### src/core/line_codec_regs.vh
/*
  Constants for the line codec serial control and PCM port block:
  command classes and sub-codes, parameter store layout, reset values.
  Assumes it is included by bare name from the design file.
*/
`ifndef LINE_CODEC_REGS_VH
`define LINE_CODEC_REGS_VH
// whole-byte power commands
`define CMD_POWER_DOWN 8'h00
`define CMD_POWER_UP 8'hFF
// command classes (top three bits)
`define CLS_PDN 3'h0
`define CLS_TX_SLOT 3'h1
`define CLS_RX_SLOT 3'h2
`define CLS_CLK_GAIN 3'h3
`define CLS_FUNC 3'h4
`define CLS_COEF_TEST 3'h5
`define CLS_LATCH 3'h6
`define CLS_PUP 3'h7
// clock slot / gain class sub-codes
`define SUB_TXG_WR 5'h10
`define SUB_RXG_WR 5'h11
`define SUB_RD_TXSLOT 5'h12
`define SUB_RD_TXG 5'h13
`define SUB_RD_RXSLOT 5'h14
`define SUB_RD_RXG 5'h15
`define SUB_RD_MODE 5'h16
// coefficient / test class sub-codes
`define SUB_WR_B 5'h00
`define SUB_RD_B 5'h03
`define SUB_WR_X 5'h04
`define SUB_RD_X 5'h07
`define SUB_WR_R 5'h08
`define SUB_RD_R 5'h0B
`define SUB_WR_Z 5'h0C
`define SUB_RD_Z 5'h0F
`define SUB_NORMAL 5'h10
`define SUB_ATTN 5'h11
`define SUB_RXCUT 5'h12
`define SUB_HPF_OFF 5'h13
`define SUB_LOOP_DIG 5'h14
`define SUB_LOOP_ANA 5'h17
`define SUB_LINEAR 5'h18
`define SUB_MULAW 5'h19
// parameter store: first and last byte index of each set
`define BASE_B 6'h00
`define LAST_B 6'h0B
`define BASE_X 6'h0C
`define LAST_X 6'h13
`define BASE_R 6'h14
`define LAST_R 6'h1B
`define BASE_Z 6'h1C
`define LAST_Z 6'h23
`define BASE_TXG 6'h24
`define LAST_TXG 6'h25
`define BASE_RXG 6'h26
`define LAST_RXG 6'h27
`define STORE_WORDS 40
// readback sources
`define RD_STORE 2'h0
`define RD_TXSLOT 2'h1
`define RD_RXSLOT 2'h2
`define RD_MODE 2'h3
// reset values and fixed fields
`define RST_LATCH 5'h1F
`define RST_FILT 4'h0
`define MODE_TOP 4'hF
`define TX_ARM_SYNCS 2'h2
`define BITS_MU 5'h08
`define BITS_LIN 5'h10
`define POS_MAX 10'h3FF
`endif

### src/core/line_codec_serial_control.v
/*
  Serial command interpreter and PCM time-slot ports of a line codec,
  plus the small sample FIFO in front of the transmit port.
  Assumes a 25 MHz CORE_CLK far faster than the serial command clock and
  the PCM bit clocks, which are sampled as plain asynchronous inputs.
*/
`timescale 1ns/10ps
`include "line_codec_regs.vh"

// small synchronous FIFO with valid/ready on both sides
module sample_fifo #(
  parameter W = 16,
  parameter D = 4,
  parameter AW = 2
) (
  // clock and reset
  input wire clk,
  input wire rst,
  // filling side
  input wire [W-1:0] in_data,
  input wire in_valid,
  output reg in_ready,
  // draining side
  output wire [W-1:0] out_data,
  output wire out_valid,
  input wire out_ready
);
  reg [W-1:0] mem [0:D-1]; // sample storage
  reg [AW-1:0] wp_r; // write pointer
  reg [AW-1:0] rp_r; // read pointer
  reg [AW:0] cnt_r; // words held
  wire push = in_valid & in_ready;
  wire pop = out_ready & out_valid;
  wire [AW:0] cnt_nxt = cnt_r + {{AW{1'b0}}, push} - {{AW{1'b0}}, pop};
  assign out_valid = (cnt_r != {(AW+1){1'b0}});
  assign out_data = mem[rp_r];
  // pointers, count and a registered ready so the top sees a flop
  always @(posedge clk) begin
    if (rst) begin
      wp_r <= {AW{1'b0}};
      rp_r <= {AW{1'b0}};
      cnt_r <= {(AW+1){1'b0}};
      in_ready <= 1'b1;
    end else begin
      if (push) begin
        mem[wp_r] <= in_data;
        wp_r <= wp_r + 1'b1;
      end
      if (pop)
        rp_r <= rp_r + 1'b1;
      cnt_r <= cnt_nxt;
      in_ready <= (cnt_nxt != D[AW:0]);
    end
  end
endmodule

// Behaviour
// standby keeps settings, tristates PCM, ignores input
// power up clears data, waits two transmit syncs
// all-zero powers down, all-one powers up
// five-bit time slot, three-bit clock offset
// parameter bytes follow command, one per select
// readback one byte per select, commands ignored
// zero parameter byte powers down, zeroes last
// slot readback: time slot then clock slot
// mode readback: ones, rx/tx port, rx/tx expanded
// four filter enables; disabled filter forced
// mode command picks ports and expanded flags
// slot strobe open drain, low during burst
// normal conditions: gain, path, filter, no loop
// loopbacks exclusive; normal command cancels both
// coefficient nibble: sign and shift, 0000 illegal
// shaping and impedance sets are eight bytes
// balance set is twelve bytes
// digital loopback adds 6 dB; the code doubles looped samples in linear code only
// one transmit burst per frame, tristate otherwise
// one receive burst per frame, 8 or 16 bits
// frame syncs mark frame start for slot count
// data output released after readback; five latches
// top three bits class, low five sub-code
// serial bytes MSB first, one per select
// reserved commands change nothing
module line_codec_serial_control (
  // clock and reset
  input wire CORE_CLK,
  input wire RESET,
  // serial command port
  input wire SER_CS_N,
  input wire SER_CMD_CLOCK,
  input wire SER_DIN,
  output reg SER_DOUT,
  output reg SER_DOUT_OE,
  // transmit highway
  input wire TX_FRAME_SYNC,
  input wire TX_BIT_CLOCK,
  output reg TX_PORT_FIRST,
  output reg TX_PORT_FIRST_OE,
  output reg TX_PORT_SECOND,
  output reg TX_PORT_SECOND_OE,
  output reg SLOT_STROBE_FIRST,
  output reg SLOT_STROBE_FIRST_OE,
  output reg SLOT_STROBE_SECOND,
  output reg SLOT_STROBE_SECOND_OE,
  // receive highway
  input wire RX_FRAME_SYNC,
  input wire RX_BIT_CLOCK,
  input wire RX_PORT_FIRST,
  input wire RX_PORT_SECOND,
  // transmit samples from the signal path
  input wire [15:0] TX_SAMPLE_DATA,
  input wire TX_SAMPLE_VALID,
  output wire TX_SAMPLE_READY,
  // receive samples to the signal path
  output reg [15:0] RX_SAMPLE_DATA,
  output reg RX_SAMPLE_VALID,
  // control state toward the signal path
  output reg POWERED_UP,
  output reg DATA_RAM_CLEAR,
  output reg [4:0] LATCHED_CONTROL_LINES,
  output reg [3:0] FILTER_ENABLES,
  output reg LINEAR_CODE,
  output reg RX_EXPANDED,
  output reg TX_EXPANDED,
  output reg LOOP_ANALOG,
  output reg LOOP_DIGITAL,
  output reg RX_ATTEN_6DB,
  output reg RX_PATH_CUT,
  output reg HPF_OFF,
  output reg CODE_ILLEGAL,
  output wire [15:0] TX_GAIN,
  output wire [15:0] RX_GAIN
);
  localparam ST_CMD = 2'h0; // expecting a command byte
  localparam ST_PARAM = 2'h1; // collecting parameter bytes
  localparam ST_READ = 2'h2; // handing out result bytes

  reg [7:0] store [0:`STORE_WORDS-1]; // coefficients then gains
  integer i;

  // serial port synchronisers and edge history
  reg cs_s1, cs_s2, cs_d;
  reg ck_s1, ck_s2, ck_d;
  reg di_s1, di_s2;
  reg [2:0] bit_cnt_r; // bits taken in this select window
  reg [6:0] shin_r; // first seven bits of the byte
  reg [7:0] shout_r; // result byte being shifted out
  reg [1:0] st_r; // interpreter state
  reg [5:0] idx_r; // next store index or readback step
  reg [5:0] last_r; // last index of the current transfer
  reg [1:0] rd_kind_r; // readback source
  reg [4:0] tx_ts_r, rx_ts_r; // time slots
  reg [2:0] tx_cs_r, rx_cs_r; // clock offsets
  reg rx_sel_r, tx_sel_r; // port B selects
  reg [7:0] rb_byte; // next readback byte

  wire ck_rise = ck_s2 & ~ck_d;
  wire ck_fall = ~ck_s2 & ck_d;
  wire cs_fall = ~cs_s2 & cs_d;
  wire cs_rise = cs_s2 & ~cs_d;
  wire byte_done = ck_rise & ~cs_s2 & (bit_cnt_r == 3'h7);
  wire [7:0] nb = {shin_r, di_s2};
  wire [4:0] sub = nb[4:0];

  assign TX_GAIN = {store[`BASE_TXG], store[`LAST_TXG]};
  assign RX_GAIN = {store[`BASE_RXG], store[`LAST_RXG]};

  // readback byte selection
  always @* begin
    case (rd_kind_r)
      `RD_TXSLOT: rb_byte = idx_r[0] ? {5'h00, tx_cs_r}
                                     : {3'h0, tx_ts_r};
      `RD_RXSLOT: rb_byte = idx_r[0] ? {5'h00, rx_cs_r}
                                     : {3'h0, rx_ts_r};
      `RD_MODE: rb_byte = {`MODE_TOP, rx_sel_r, tx_sel_r,
                           RX_EXPANDED, TX_EXPANDED};
      default: rb_byte = store[idx_r];
    endcase
  end

  // serial command interpreter
  always @(posedge CORE_CLK) begin
    if (RESET) begin
      cs_s1 <= 1'b1;
      cs_s2 <= 1'b1;
      cs_d <= 1'b1;
      ck_s1 <= 1'b0;
      ck_s2 <= 1'b0;
      ck_d <= 1'b0;
      di_s1 <= 1'b0;
      di_s2 <= 1'b0;
      bit_cnt_r <= 3'h0;
      shin_r <= 7'h00;
      shout_r <= 8'h00;
      st_r <= ST_CMD;
      idx_r <= 6'h00;
      last_r <= 6'h00;
      rd_kind_r <= `RD_STORE;
      tx_ts_r <= 5'h00;
      rx_ts_r <= 5'h00;
      tx_cs_r <= 3'h0;
      rx_cs_r <= 3'h0;
      rx_sel_r <= 1'b0;
      tx_sel_r <= 1'b0;
      SER_DOUT <= 1'b0;
      SER_DOUT_OE <= 1'b0;
      POWERED_UP <= 1'b0; // reset lands in standby
      DATA_RAM_CLEAR <= 1'b0;
      LATCHED_CONTROL_LINES <= `RST_LATCH;
      FILTER_ENABLES <= `RST_FILT;
      LINEAR_CODE <= 1'b0;
      RX_EXPANDED <= 1'b0;
      TX_EXPANDED <= 1'b0;
      LOOP_ANALOG <= 1'b0;
      LOOP_DIGITAL <= 1'b0;
      RX_ATTEN_6DB <= 1'b0;
      RX_PATH_CUT <= 1'b0;
      HPF_OFF <= 1'b0;
      CODE_ILLEGAL <= 1'b0;
      for (i = 0; i < `STORE_WORDS; i = i + 1)
        store[i] <= 8'h00;
    end else begin
      cs_s1 <= SER_CS_N;
      cs_s2 <= cs_s1;
      cs_d <= cs_s2;
      ck_s1 <= SER_CMD_CLOCK;
      ck_s2 <= ck_s1;
      ck_d <= ck_s2;
      di_s1 <= SER_DIN;
      di_s2 <= di_s1;
      DATA_RAM_CLEAR <= 1'b0;
      // a select window frames exactly one byte
      if (cs_s2) begin
        bit_cnt_r <= 3'h0;
      end else if (ck_rise) begin
        shin_r <= nb[6:0];
        bit_cnt_r <= bit_cnt_r + 3'h1;
      end
      // output side: load at select fall, shift on falling clock
      if (cs_rise) begin
        SER_DOUT_OE <= 1'b0;
      end else if (cs_fall && st_r == ST_READ) begin
        shout_r <= rb_byte;
        SER_DOUT <= rb_byte[7];
        SER_DOUT_OE <= 1'b1;
        if (idx_r == last_r)
          st_r <= ST_CMD;
        else
          idx_r <= idx_r + 6'h01;
      end else if (ck_fall && SER_DOUT_OE) begin
        shout_r <= {shout_r[6:0], 1'b0};
        SER_DOUT <= shout_r[6];
      end
      // input bytes; nothing is taken while a result goes out
      if (byte_done && !SER_DOUT_OE && st_r == ST_PARAM) begin
        if (nb == `CMD_POWER_DOWN) begin
          store[last_r] <= 8'h00;
          POWERED_UP <= 1'b0;
          st_r <= ST_CMD;
        end else begin
          store[idx_r] <= nb;
          if (nb[3:0] == 4'h0 || nb[7:4] == 4'h0)
            CODE_ILLEGAL <= 1'b1;
          if (idx_r == last_r)
            st_r <= ST_CMD;
          else
            idx_r <= idx_r + 6'h01;
        end
      end else if (byte_done && !SER_DOUT_OE && st_r == ST_CMD) begin
        case (nb[7:5])
          `CLS_PDN: begin
            if (nb == `CMD_POWER_DOWN)
              POWERED_UP <= 1'b0;
          end // other codes reserved R25
          `CLS_TX_SLOT: tx_ts_r <= sub;
          `CLS_RX_SLOT: rx_ts_r <= sub;
          `CLS_CLK_GAIN: begin
            if (sub[4:3] == 2'h0) begin
              tx_cs_r <= sub[2:0];
            end else if (sub[4:3] == 2'h1) begin
              rx_cs_r <= sub[2:0];
            end else begin
              case (sub)
                `SUB_TXG_WR: begin
                  st_r <= ST_PARAM;
                  idx_r <= `BASE_TXG;
                  last_r <= `LAST_TXG;
                end
                `SUB_RXG_WR: begin
                  st_r <= ST_PARAM;
                  idx_r <= `BASE_RXG;
                  last_r <= `LAST_RXG;
                end
                `SUB_RD_TXSLOT: begin
                  st_r <= ST_READ;
                  rd_kind_r <= `RD_TXSLOT;
                  idx_r <= 6'h00;
                  last_r <= 6'h01;
                end
                `SUB_RD_RXSLOT: begin
                  st_r <= ST_READ;
                  rd_kind_r <= `RD_RXSLOT;
                  idx_r <= 6'h00;
                  last_r <= 6'h01;
                end
                `SUB_RD_TXG: begin
                  st_r <= ST_READ;
                  rd_kind_r <= `RD_STORE;
                  idx_r <= `BASE_TXG;
                  last_r <= `LAST_TXG;
                end
                `SUB_RD_RXG: begin
                  st_r <= ST_READ;
                  rd_kind_r <= `RD_STORE;
                  idx_r <= `BASE_RXG;
                  last_r <= `LAST_RXG;
                end
                `SUB_RD_MODE: begin
                  st_r <= ST_READ;
                  rd_kind_r <= `RD_MODE;
                  idx_r <= 6'h00;
                  last_r <= 6'h00;
                end
                default: st_r <= ST_CMD;
              endcase
            end
          end
          `CLS_FUNC: begin
            if (!sub[4]) begin
              FILTER_ENABLES <= sub[3:0];
            end else begin
              rx_sel_r <= sub[3];
              tx_sel_r <= sub[2];
              RX_EXPANDED <= sub[1];
              TX_EXPANDED <= sub[0];
            end
          end
          `CLS_COEF_TEST: begin
            // write and read of coefficient sets share one path
            case (sub)
              `SUB_WR_B, `SUB_RD_B: begin
                st_r <= (sub == `SUB_WR_B) ? ST_PARAM : ST_READ;
                rd_kind_r <= `RD_STORE;
                idx_r <= `BASE_B;
                last_r <= `LAST_B;
              end
              `SUB_WR_X, `SUB_RD_X: begin
                st_r <= (sub == `SUB_WR_X) ? ST_PARAM : ST_READ;
                rd_kind_r <= `RD_STORE;
                idx_r <= `BASE_X;
                last_r <= `LAST_X;
              end
              `SUB_WR_R, `SUB_RD_R: begin
                st_r <= (sub == `SUB_WR_R) ? ST_PARAM : ST_READ;
                rd_kind_r <= `RD_STORE;
                idx_r <= `BASE_R;
                last_r <= `LAST_R;
              end
              `SUB_WR_Z, `SUB_RD_Z: begin
                st_r <= (sub == `SUB_WR_Z) ? ST_PARAM : ST_READ;
                rd_kind_r <= `RD_STORE;
                idx_r <= `BASE_Z;
                last_r <= `LAST_Z;
              end
              `SUB_NORMAL: begin
                RX_ATTEN_6DB <= 1'b0;
                RX_PATH_CUT <= 1'b0;
                HPF_OFF <= 1'b0;
                LOOP_ANALOG <= 1'b0;
                LOOP_DIGITAL <= 1'b0;
              end
              `SUB_ATTN: RX_ATTEN_6DB <= 1'b1;
              `SUB_RXCUT: RX_PATH_CUT <= 1'b1;
              `SUB_HPF_OFF: HPF_OFF <= 1'b1;
              `SUB_LOOP_ANA: begin
                LOOP_ANALOG <= 1'b1;
                LOOP_DIGITAL <= 1'b0;
              end
              `SUB_LOOP_DIG: begin
                LOOP_DIGITAL <= 1'b1;
                LOOP_ANALOG <= 1'b0;
              end
              `SUB_LINEAR: LINEAR_CODE <= 1'b1;
              `SUB_MULAW: LINEAR_CODE <= 1'b0;
              default: st_r <= ST_CMD;
            endcase
          end
          `CLS_LATCH: LATCHED_CONTROL_LINES <= sub;
          default: begin
            if (nb == `CMD_POWER_UP) begin
              POWERED_UP <= 1'b1;
              DATA_RAM_CLEAR <= 1'b1;
            end
          end
        endcase
      end
    end
  end

  // transmit highway side
  reg tck_s1, tck_s2, tck_d, tfs_s1, tfs_s2, tfs_prev_r;
  reg [9:0] tpos_r; // bit clocks since transmit frame start
  reg [1:0] tsync_cnt_r; // syncs seen since power up
  reg [15:0] tsh_r; // outgoing sample
  reg [4:0] tleft_r; // bits still to send
  reg tact_r; // burst in progress
  wire [15:0] fifo_data;
  wire fifo_valid;
  reg fifo_pop;
  wire tck_rise = tck_s2 & ~tck_d;
  wire tframe = tfs_s2 & ~tfs_prev_r;
  wire [9:0] tpos_nxt = tframe ? 10'h000 :
                        (tpos_r == `POS_MAX ? tpos_r : tpos_r + 10'h001);
  wire [9:0] tstart = {2'h0, tx_ts_r, 3'h0} + {7'h00, tx_cs_r};
  wire [4:0] nbits = LINEAR_CODE ? `BITS_LIN : `BITS_MU;
  // looped samples are doubled, i.e. 6 dB up, in linear code
  wire [15:0] loop_word = LINEAR_CODE ? {RX_SAMPLE_DATA[14:0], 1'b0}
                                      : {RX_SAMPLE_DATA[7:0], 8'h00};
  wire [15:0] src_word = fifo_valid ? fifo_data : 16'h0000;
  wire [15:0] tword = LOOP_DIGITAL ? loop_word :
                      (LINEAR_CODE ? src_word : {src_word[7:0], 8'h00});

  sample_fifo #(.W(16), .D(4), .AW(2)) u_tx_fifo (
    .clk(CORE_CLK),
    .rst(RESET),
    .in_data(TX_SAMPLE_DATA),
    .in_valid(TX_SAMPLE_VALID),
    .in_ready(TX_SAMPLE_READY),
    .out_data(fifo_data),
    .out_valid(fifo_valid),
    .out_ready(fifo_pop)
  );

  // bursts launch and shift on rising transmit bit clock edges
  always @(posedge CORE_CLK) begin
    if (RESET) begin
      tck_s1 <= 1'b0;
      tck_s2 <= 1'b0;
      tck_d <= 1'b0;
      tfs_s1 <= 1'b0;
      tfs_s2 <= 1'b0;
      tfs_prev_r <= 1'b0;
      tpos_r <= `POS_MAX;
      tsync_cnt_r <= 2'h0;
      tsh_r <= 16'h0000;
      tleft_r <= 5'h00;
      tact_r <= 1'b0;
      fifo_pop <= 1'b0;
      TX_PORT_FIRST <= 1'b0;
      TX_PORT_SECOND <= 1'b0;
      TX_PORT_FIRST_OE <= 1'b0;
      TX_PORT_SECOND_OE <= 1'b0;
      SLOT_STROBE_FIRST <= 1'b0;
      SLOT_STROBE_SECOND <= 1'b0;
      SLOT_STROBE_FIRST_OE <= 1'b0;
      SLOT_STROBE_SECOND_OE <= 1'b0;
    end else begin
      tck_s1 <= TX_BIT_CLOCK;
      tck_s2 <= tck_s1;
      tck_d <= tck_s2;
      tfs_s1 <= TX_FRAME_SYNC;
      tfs_s2 <= tfs_s1;
      fifo_pop <= 1'b0;
      if (DATA_RAM_CLEAR)
        tsync_cnt_r <= 2'h0;
      else if (tck_rise && tframe && tsync_cnt_r != `TX_ARM_SYNCS)
        tsync_cnt_r <= tsync_cnt_r + 2'h1;
      if (!POWERED_UP) begin
        tact_r <= 1'b0;
        TX_PORT_FIRST_OE <= 1'b0;
        TX_PORT_SECOND_OE <= 1'b0;
        SLOT_STROBE_FIRST_OE <= 1'b0;
        SLOT_STROBE_SECOND_OE <= 1'b0;
      end else if (tck_rise) begin
        tfs_prev_r <= tfs_s2;
        tpos_r <= tpos_nxt;
        if (!tact_r && tpos_nxt == tstart &&
            tsync_cnt_r == `TX_ARM_SYNCS) begin
          tact_r <= 1'b1;
          tsh_r <= {tword[14:0], 1'b0};
          tleft_r <= nbits - 5'h01;
          fifo_pop <= fifo_valid & ~LOOP_DIGITAL;
          TX_PORT_FIRST <= tword[15];
          TX_PORT_SECOND <= tword[15];
          TX_PORT_FIRST_OE <= ~tx_sel_r;
          TX_PORT_SECOND_OE <= tx_sel_r;
          SLOT_STROBE_FIRST_OE <= ~tx_sel_r;
          SLOT_STROBE_SECOND_OE <= tx_sel_r;
        end else if (tact_r && tleft_r == 5'h00) begin
          tact_r <= 1'b0;
          TX_PORT_FIRST_OE <= 1'b0;
          TX_PORT_SECOND_OE <= 1'b0;
          SLOT_STROBE_FIRST_OE <= 1'b0;
          SLOT_STROBE_SECOND_OE <= 1'b0;
        end else if (tact_r) begin
          tleft_r <= tleft_r - 5'h01;
          tsh_r <= {tsh_r[14:0], 1'b0};
          TX_PORT_FIRST <= tsh_r[15];
          TX_PORT_SECOND <= tsh_r[15];
        end
      end
    end
  end

  // receive highway side, sampled on falling receive bit clock edges
  reg rck_s1, rck_s2, rck_d, rfs_s1, rfs_s2, rfs_prev_r;
  reg rxa_s1, rxa_s2, rxb_s1, rxb_s2;
  reg [9:0] rpos_r; // bit clocks since receive frame start
  reg [15:0] rsh_r; // incoming sample
  reg [4:0] rleft_r; // bits still to take
  reg ract_r; // burst in progress
  wire rck_fall = ~rck_s2 & rck_d;
  wire rframe = rfs_s2 & ~rfs_prev_r;
  wire [9:0] rpos_nxt = rframe ? 10'h000 :
                        (rpos_r == `POS_MAX ? rpos_r : rpos_r + 10'h001);
  wire [9:0] rstart = {2'h0, rx_ts_r, 3'h0} + {7'h00, rx_cs_r};
  wire rbit = rx_sel_r ? rxb_s2 : rxa_s2;
  wire [15:0] rword = {rsh_r[14:0], rbit};

  always @(posedge CORE_CLK) begin
    if (RESET) begin
      rck_s1 <= 1'b0;
      rck_s2 <= 1'b0;
      rck_d <= 1'b0;
      rfs_s1 <= 1'b0;
      rfs_s2 <= 1'b0;
      rfs_prev_r <= 1'b0;
      rxa_s1 <= 1'b0;
      rxa_s2 <= 1'b0;
      rxb_s1 <= 1'b0;
      rxb_s2 <= 1'b0;
      rpos_r <= `POS_MAX;
      rsh_r <= 16'h0000;
      rleft_r <= 5'h00;
      ract_r <= 1'b0;
      RX_SAMPLE_DATA <= 16'h0000;
      RX_SAMPLE_VALID <= 1'b0;
    end else begin
      rck_s1 <= RX_BIT_CLOCK;
      rck_s2 <= rck_s1;
      rck_d <= rck_s2;
      rfs_s1 <= RX_FRAME_SYNC;
      rfs_s2 <= rfs_s1;
      rxa_s1 <= RX_PORT_FIRST;
      rxa_s2 <= rxa_s1;
      rxb_s1 <= RX_PORT_SECOND;
      rxb_s2 <= rxb_s1;
      RX_SAMPLE_VALID <= 1'b0;
      if (DATA_RAM_CLEAR) begin
        RX_SAMPLE_DATA <= 16'h0000;
        ract_r <= 1'b0;
      end else if (!POWERED_UP) begin
        ract_r <= 1'b0;
      end else if (rck_fall) begin
        rfs_prev_r <= rfs_s2;
        rpos_r <= rpos_nxt;
        if (!ract_r && rpos_nxt == rstart) begin
          ract_r <= 1'b1;
          rsh_r <= {15'h0000, rbit};
          rleft_r <= nbits - 5'h01;
        end else if (ract_r) begin
          rsh_r <= rword;
          rleft_r <= rleft_r - 5'h01;
          if (rleft_r == 5'h01) begin
            ract_r <= 1'b0;
            RX_SAMPLE_DATA <= rword;
            RX_SAMPLE_VALID <= 1'b1;
          end
        end
      end
    end
  end
endmodule

### config.mk
export PLATFORM = sky130hd
export DESIGN_NAME = line_codec_serial_control
export DESIGN_NICKNAME = d
export VERILOG_FILES = /design/src/core/line_codec_serial_control.v
export VERILOG_INCLUDE_DIRS = /design/src /design/src/core
export SDC_FILE = /design/constraint.sdc
export NUM_CORES = 1
export LEC_CHECK = 0
export ABC_AREA = 1
export BUFFER_PORTS_ARGS = -buffer_cell sky130_fd_sc_hd__clkbuf_2
export CORE_MARGIN = 10
export CORE_UTILIZATION = 50
export CTS_CLUSTER_DIAMETER = 120
export DETAILED_ROUTE_END_ITERATION = 7
export PLACE_DENSITY = 0.66
export SYNTH_ARGS = -nofsm -noshare
export SYNTH_HDL_FRONTEND = slang
export SYNTH_SLANG_ARGS = --single-unit
### constraint.sdc
create_clock -name CORE_CLK -period 8.54 [get_ports CORE_CLK]
set_input_delay 0.427 -clock CORE_CLK [delete_from_list [all_inputs] [get_ports CORE_CLK]]
set_output_delay 0.427 -clock CORE_CLK [all_outputs]
set_load 0.05 [all_outputs]
==> results of run 1 <==
## path summary, 6_finish.rpt
check                        endpoint  depth (start not counted)
setup / recovery         store[60][4]                         12
hold / removal    u_tx_fifo.mem[2][4]                          1
setup reg to reg         store[60][4]                         12
hold reg to reg                rck_s2                          2
## worst max-delay path: cells and delay by family, from the launching register on
family,cells,cell delay [ns]
adders and majority gates,2,0.30
AOI/OAI and AO/OA,1,0.38
and+or+nand+nor,7,2.55
DFF,1,0.35
buffers and inverters,2,0.26
## power groups by stage
stage | Combinational [W] | Clock [W] | Sequential (W)
after floorplan | 0.000131 | 0 | 0.00421
after global placement | 0.000227 | 0 | 0.00420
after detailed placement | 0.000228 | 0 | 0.00420
after CTS | 0.000232 | 0.00354 | 0.00412
after global routing | 0.000256 | 0.00368 | 0.00413
final | 0.000233 | 0.00351 | 0.00413
## through the flow
step	area (sq um)	total power [W]	instances	utilization [%]
final	37760	0.007867	4542	56.13
after global routing	37760	0.008073	4542	56.13
after CTS	37760	0.007896	4542	56.13
after detailed placement	35070	0.004431	4388	52.13
after global placement	35070	0.004429	4388	52.13
after floorplan	34000	0.004344	3586	-
## cell type report
cell class | count | area, sq um
inverters | 228 | 863.3
repair buffers | 143 | 840.8
multi-input cells | 2382 | 11190
flip-flops and latches | 768 | 21150
fillers | 5867 | 29520
well taps | 873 | 1092
clock buffers | 104 | 2240
clock inverters | 44 | 390.4
## cells in the final DEF, fill, tap and decap left out, types with 24 or more instances in the layout
master       n
nor2_1     779
edfxtp_1   576
nand2_1    532
o21ai_0    385
inv_1      210
dfxtp_1    189
a21oi_1    164
nand3_1    152
clkbuf_2   104
clkbuf_16   86
o22ai_1     79
o221ai_1    43
nand2_2     35
buf_4       32
nor3_1      30
nand4_1     24
## logic make-up (layout without fill, tap and decap cells)
logic type      after synthesis  after routing  synth area share (%)
xor+xnor                     13             13                0.3349
fa+ha+maj                    17             17                0.6477
other cells                   1              2               0.01103
simple gates               1592           1592                 19.18
compound gates              754            754                 12.56
mux                           4              4                0.1178
flops                       768            768                 62.18
buf+inv                     436            519                 4.965
## sequential cells by signal, indices dropped and copies added, names as in the netlist, 4 cells and up, named ones only
name and flops:
tsh_r 15, rpos_r 10, tleft_r 5, rx_ts_r 5, rsh_r 15, tx_ts_r 5
tpos_r 10, last_r 6, RX_SAMPLE_DATA 16, shout_r 7, u_tx_fifo.mem 64, LATCHED_CONTROL_LINES 5
shin_r 7, FILTER_ENABLES 4, rleft_r 5, store 512, idx_r 6
## metal layers
| metal | GRT usage, % | part of all wire, % | vias to the layer above |
|---|---|---|---|
| li1 | - | - | 12340 |
| met1 | 32.84 | 42 | 12580 |
| met2 | 37.29 | 46 | 1259 |
| met3 | 4.412 | 9.0 | 187 |
| met4 | 7.637 | 2.8 | 2 |
| met5 | 0 | 0.054 | - |
## repair_timing
action	in CTS	in global routing
hold endpoints to repair	6	0
setup buffers	0	0
hold buffers	6	0
==> flow_metrics.py, run 1 <==
metrics = {
    "synthesis": {
        "synth-seq-cells": 768,
        "yosys_warnings": 0,
        "yosys.area.top_type": "edfxtp_1",
        "yosysTopAreaCellShare_pct": 50.88,
        "synthCells": 3585,
        "synth_area_sq_um": 34000,
        "async_flop_share_pct": 0,
        "ys_top_cells_by_area": "edfxtp_1, dfxtp_1, nor2_1",
        "ys_top_cells_by_count": "nor2_1, edfxtp_1, nand2_1",
        "synth-edff-count": 576,
        "synth_cell_types": 53,
        "ys.flop_type": "edfxtp_1",
        "synth_most_common_cell": "nor2_1",
        "ys_seq_area_share_pct": 62.18,
        "syn_avg_cell_area_sq_um": 9.483,
    },
    "clock_tree": {
        "path_clk_slew_ns": 0.06,
        "cts-root-buf": "clkbuf_16",
        "h-tree-depth": 3,
        "numCtsBuffers": 82,
        "clock-sinks": 768,
        "clk_path_buf_depth": 3,
        "clk_latency_ns": 0.63,
        "cts_tree": "built",
        "cts_resized": 0,
    },
    "worst_setup_path": {
        "critPathCaptureType": "flop",
        "cp.required_ns": 8.78,
        "r2r-start": "bit_cnt_r[0]",
        "crit_chain": "ha_1 > ha_1 > nand4_2 > nor2_2 > inv_2 > nor3_4 > nand2_2 > o21ai_0 > nand2_1 > nor2_2 > inv_1 > nor2_1",
        "path_max_fanout": 20,
        "max_stage_delay_ns": 0.75,
        "worstPathArrival_ns": 4.47,
        "r2r_slack_ns": 4.31,
        "crit_slowest_cell": "nor2_2",
        "start_kind": "flop",
        "criticalPathCategory": "reg -> reg",
        "critPathLaunch": "bit_cnt_r[0]",
    },
    "power_and_ir_drop": {
        "switching_share_pct": 21.47,
        "power_switching_w": 0.001689,
        "ir_drop_v": 0.0001392,
        "internal_power_w": 0.006178,
        "seqPwrFrac_pct": 52.4,
        "pwr-share-comb_pct": 3.0,
        "p_clk_share_pct": 44.6,
        "power_density_nw_per_um2": 208.3,
        "p_leak_nw": 13.99,
    },
    "layout": {
        "drive_above_1_share_pct": 9.267,
        "n_antenna_cell": 0,
        "finalNetCount": 3650,
        "syn2layout_area_growth_pct": 11.07,
    },
    "timing": {
        "min_period_ns": 4.227,
        "tightest_slew_ns": 1.349,
        "hold_violations": 0,
        "setup_ws_ns": 4.313,
        "setup_tns_ns": 0,
        "rsz0062_at_grt": "no",
        "hold_ws_ns": 0.02535,
        "setup_viol": 0,
        "clock_skew_ns": 0.01749,
        "slew_violations": 0,
        "finalCritPeriodShare_pct": 49.50,
        "relSlewSlack_pct": 9.742,
        "fmax_ghz": 0.2366,
    },
    "grt": {
        "grt.total_usage_pct": 23.73,
        "grt_pass1_wl_microns": 145800,
        "grt_pass1_vias": 24480,
        "grt_max_degree": 187,
        "antenna_found_initial": 1,
        "grt_overflow": 0,
    },
    "drt": {
        "routed_wl_microns": 95890,
        "viasPerCell": 5.806,
        "first_pass_iters": 6,
        "vias": 26370,
        "drtAntennaViolNets": 0,
        "avgRoutedWirePerCell_microns": 21.11,
        "first_iter_violations": 3337,
        "drc_errors": 0,
    },
    "placed_design": {
        "dp_hpwl_microns": 61330,
        "gp_congestion": 0.9249,
        "place.port_buffers": 105,
        "dp_slack_ns": 4.573,
    },
    "floorplan": {
        "die_height_microns": 280.8,
        "fp-row-count": 95,
        "io_pins": 108,
        "start_util_pct": 50.53,
        "die_x_microns": 280.8,
        "core_region_area_sq_um": 67280,
        "dieArea_sq_um": 78830,
    },
    "flow_run": {
        "max_cap_viol_count": 0,
    },
    "hold_path": {
        "min_from": "TX_SAMPLE_DATA[4]",
        "hold_path.class": "in -> reg",
    },
    "run_status": {
        "status": "completed",
    },
}
No activity file was read; power rests on OpenSTA's default activity.
==> run 2: changes to the inputs <==
- PLACE_DENSITY: 0.66 -> 0.69
- clock period: 8.54 -> 3.7 ns (I/O delays scaled with it)
==> flow_metrics.py, run 2 (synthesis results as in run 1) <==
metrics = {
    "run_status": {
        "status": "completed",
    },
    "worst_setup_path": {
        "crit_chain": "ha_1 > ha_1 > nand4_2 > nor2_2 > inv_2 > nor3_4 > nand2_2 > o21ai_0 > nand2_1 > nor2_2 > nand2_1 > nand2_1",
        "r2r-start": "bit_cnt_r[0]",
        "criticalPathCategory": "reg -> reg",
        "critPathCaptureType": "flop",
        "critPathLaunch": "bit_cnt_r[0]",
        "max_stage_delay_ns": 0.53,
        "worstPathArrival_ns": 3.82,
        "path_buf_inv": 1,
        "cp.depth": 12,
        "reg2reg_depth": 12,
        "cp.required_ns": 3.98,
        "path_max_fanout": 20,
        "crit_slowest_cell": "nor2_2",
        "start_kind": "flop",
        "cp_common_cell": "nand2_1",
        "worst_path_dominant_cell_family": "simple AND/OR/NAND/NOR gates",
    },
    "drt": {
        "viasPerCell": 5.772,
        "m1WireLength_microns": 39610,
        "top_layer_used": "met5",
        "first_pass_iters": 7,
        "route.met3.wl_microns": 9512,
        "avgRoutedWirePerCell_microns": 20.63,
        "routed_wl_microns": 95400,
        "met2_length_microns": 44050,
        "drc_errors": 0,
        "drtAntennaViolNets": 0,
        "vias": 26700,
        "first_iter_violations": 3296,
    },
    "timing": {
        "setup_tns_ns": 0,
        "relSlewSlack_pct": 39.09,
        "clock_skew_ns": 0.01987,
        "rsz0062_at_grt": "no",
        "slew_violations": 0,
        "tightest_slew_ns": 0.9127,
        "setup_viol": 0,
        "fmax_ghz": 0.2821,
        "hold_violations": 0,
        "hold_ws_ns": 0.09200,
        "finalCritPeriodShare_pct": 95.81,
        "min_period_ns": 3.545,
    },
    "layout": {
        "final_area_sq_um": 38320,
        "largest_reg_flops": 512,
        "largestRegisters": "store: 512 flops, u_tx_fifo.mem: 64 flops, RX_SAMPLE_DATA: 16 flops",
        "finalNetCount": 3734,
        "seqCellArea_sq_um": 21150,
        "fillers": 5838,
        "final_cell_mix": "nor2_1, edfxtp_1, nand2_1",
        "syn2layout_area_growth_pct": 12.71,
        "drive_above_1_share_pct": 10.42,
        "max_flop_register": "store",
        "final_common_cell": "nor2_1",
        "multi_input_area_sq_um": 11180,
    },
    "floorplan": {
        "die_x_microns": 280.8,
        "core_region_area_sq_um": 67280,
        "fp-row-count": 95,
        "dieArea_sq_um": 78830,
        "die_height_microns": 280.8,
        "start_util_pct": 50.53,
        "io_pins": 108,
    },
    "placed_design": {
        "dp_hpwl_microns": 61340,
        "gp_congestion": 0.9237,
        "place.port_buffers": 105,
        "placed_area_sq_um": 35610,
    },
    "flow_run": {
        "max_cap_viol_count": 0,
    },
    "clock_tree": {
        "post-cts-setup-buffers": 0,
        "cts_tree": "built",
        "clk_path_buf_depth": 3,
        "numCtsBuffers": 79,
        "h-tree-depth": 3,
        "clock-sinks": 768,
        "clk_latency_ns": 0.62,
        "path_clk_slew_ns": 0.06,
        "cts-root-buf": "clkbuf_16",
    },
    "hold_path": {
        "min_from": "RESET",
        "min_path_cells": 5,
        "hold_path.class": "in -> reg",
    },
    "power_and_ir_drop": {
        "p_leak_nw": 14.34,
        "power_density_nw_per_um2": 462.0,
        "ir_drop_v": 0.0003524,
    },
    "grt": {
        "grt_overflow": 0,
        "grt.total_usage_pct": 23.65,
        "grt_max_degree": 166,
        "grt_pass1_vias": 24450,
        "grt_pass1_wl_microns": 145100,
        "antenna_found_initial": 2,
    },
}
[run 2: changes by cell type in the layout (fill, tap and decap cells not counted), moves of 3 or more]
cell,previous run,this run
clkinvlp_4,6,2
clkbuf_16,86,81
buf_4,32,95
nor2_2,15,11
clkinv_2,16,13
clkinv_1,21,25
clkbuf_1,16,19
dlygate4sd3_1,6,26
buf_12,1,5
nor2_1,779,783
[run 2: report_power, final]
part / internal (W) / switching, W
registers: 0.00942 / 0.0000857
logic: 0.000151 / 0.000424
clock network: 0.00437 / 0.00325
total: 0.0139 / 0.00376
[run 2: per-stage QoR]
stage / total power [W] / utilization [%] / std cells / setup slack (ns)
after floorplan: 0.01003 / - / 3586 / 0.6365
after global placement: 0.01022 / 52.93 / 4455 / 0.2629
after detailed placement: 0.01023 / 52.93 / 4455 / 0.2186
after CTS: 0.01777 / 56.95 / 4624 / 0.1975
after global routing: 0.01821 / 56.95 / 4624 / 0.02159
final: 0.01770 / 56.96 / 4625 / 0.1552
[run 2: layer usage]
| layer | GRT usage (%) | up-vias |
|---|---|---|
| met5 | 0 | - |
| met4 | 7.237 | 2 |
| met3 | 4.951 | 167 |
| met2 | 37.21 | 1357 |
| met1 | 32.49 | 12640 |
| li1 | - | 12540 |
[run 2: cell type report]
class                      instances  share of cell area, %
antenna                            1               0.006530
inverter                         228                  2.253
clock buffer                     104                  5.619
sequential                       768                  55.19
tap                              873                  2.851
multi-input combinational       2382                  29.16
clock inverter                    39                 0.7543
timing repair buffer             230                  4.160
[run 2: final timing paths]
path | slack (ns) | endpoint
worst max-delay path | 0.16 | store[26][2]
worst min register to register | 0.40 | di_s2
worst min-delay path | 0.09 | idx_r[3]
worst max register to register | 0.16 | store[26][2]
[run 2: worst register-to-register path, cell delays in order, from the launching register on]
cell	delay, ns
dfxtp_1	0.35
ha_1	0.16
ha_1	0.15
nand4_2	0.12
nor2_2	0.16
inv_2	0.07
nor3_4	0.13
nand2_2	0.27
o21ai_0	0.38
nand2_1	0.18
nor2_2	0.53
nand2_1	0.36
nand2_1	0.37
[run 2: what timing repair did]
action,in CTS,in global routing
setup endpoints to repair,0,8
resized for setup,0,1
hold buffers,26,0
endpoints found under the hold margin,75,0
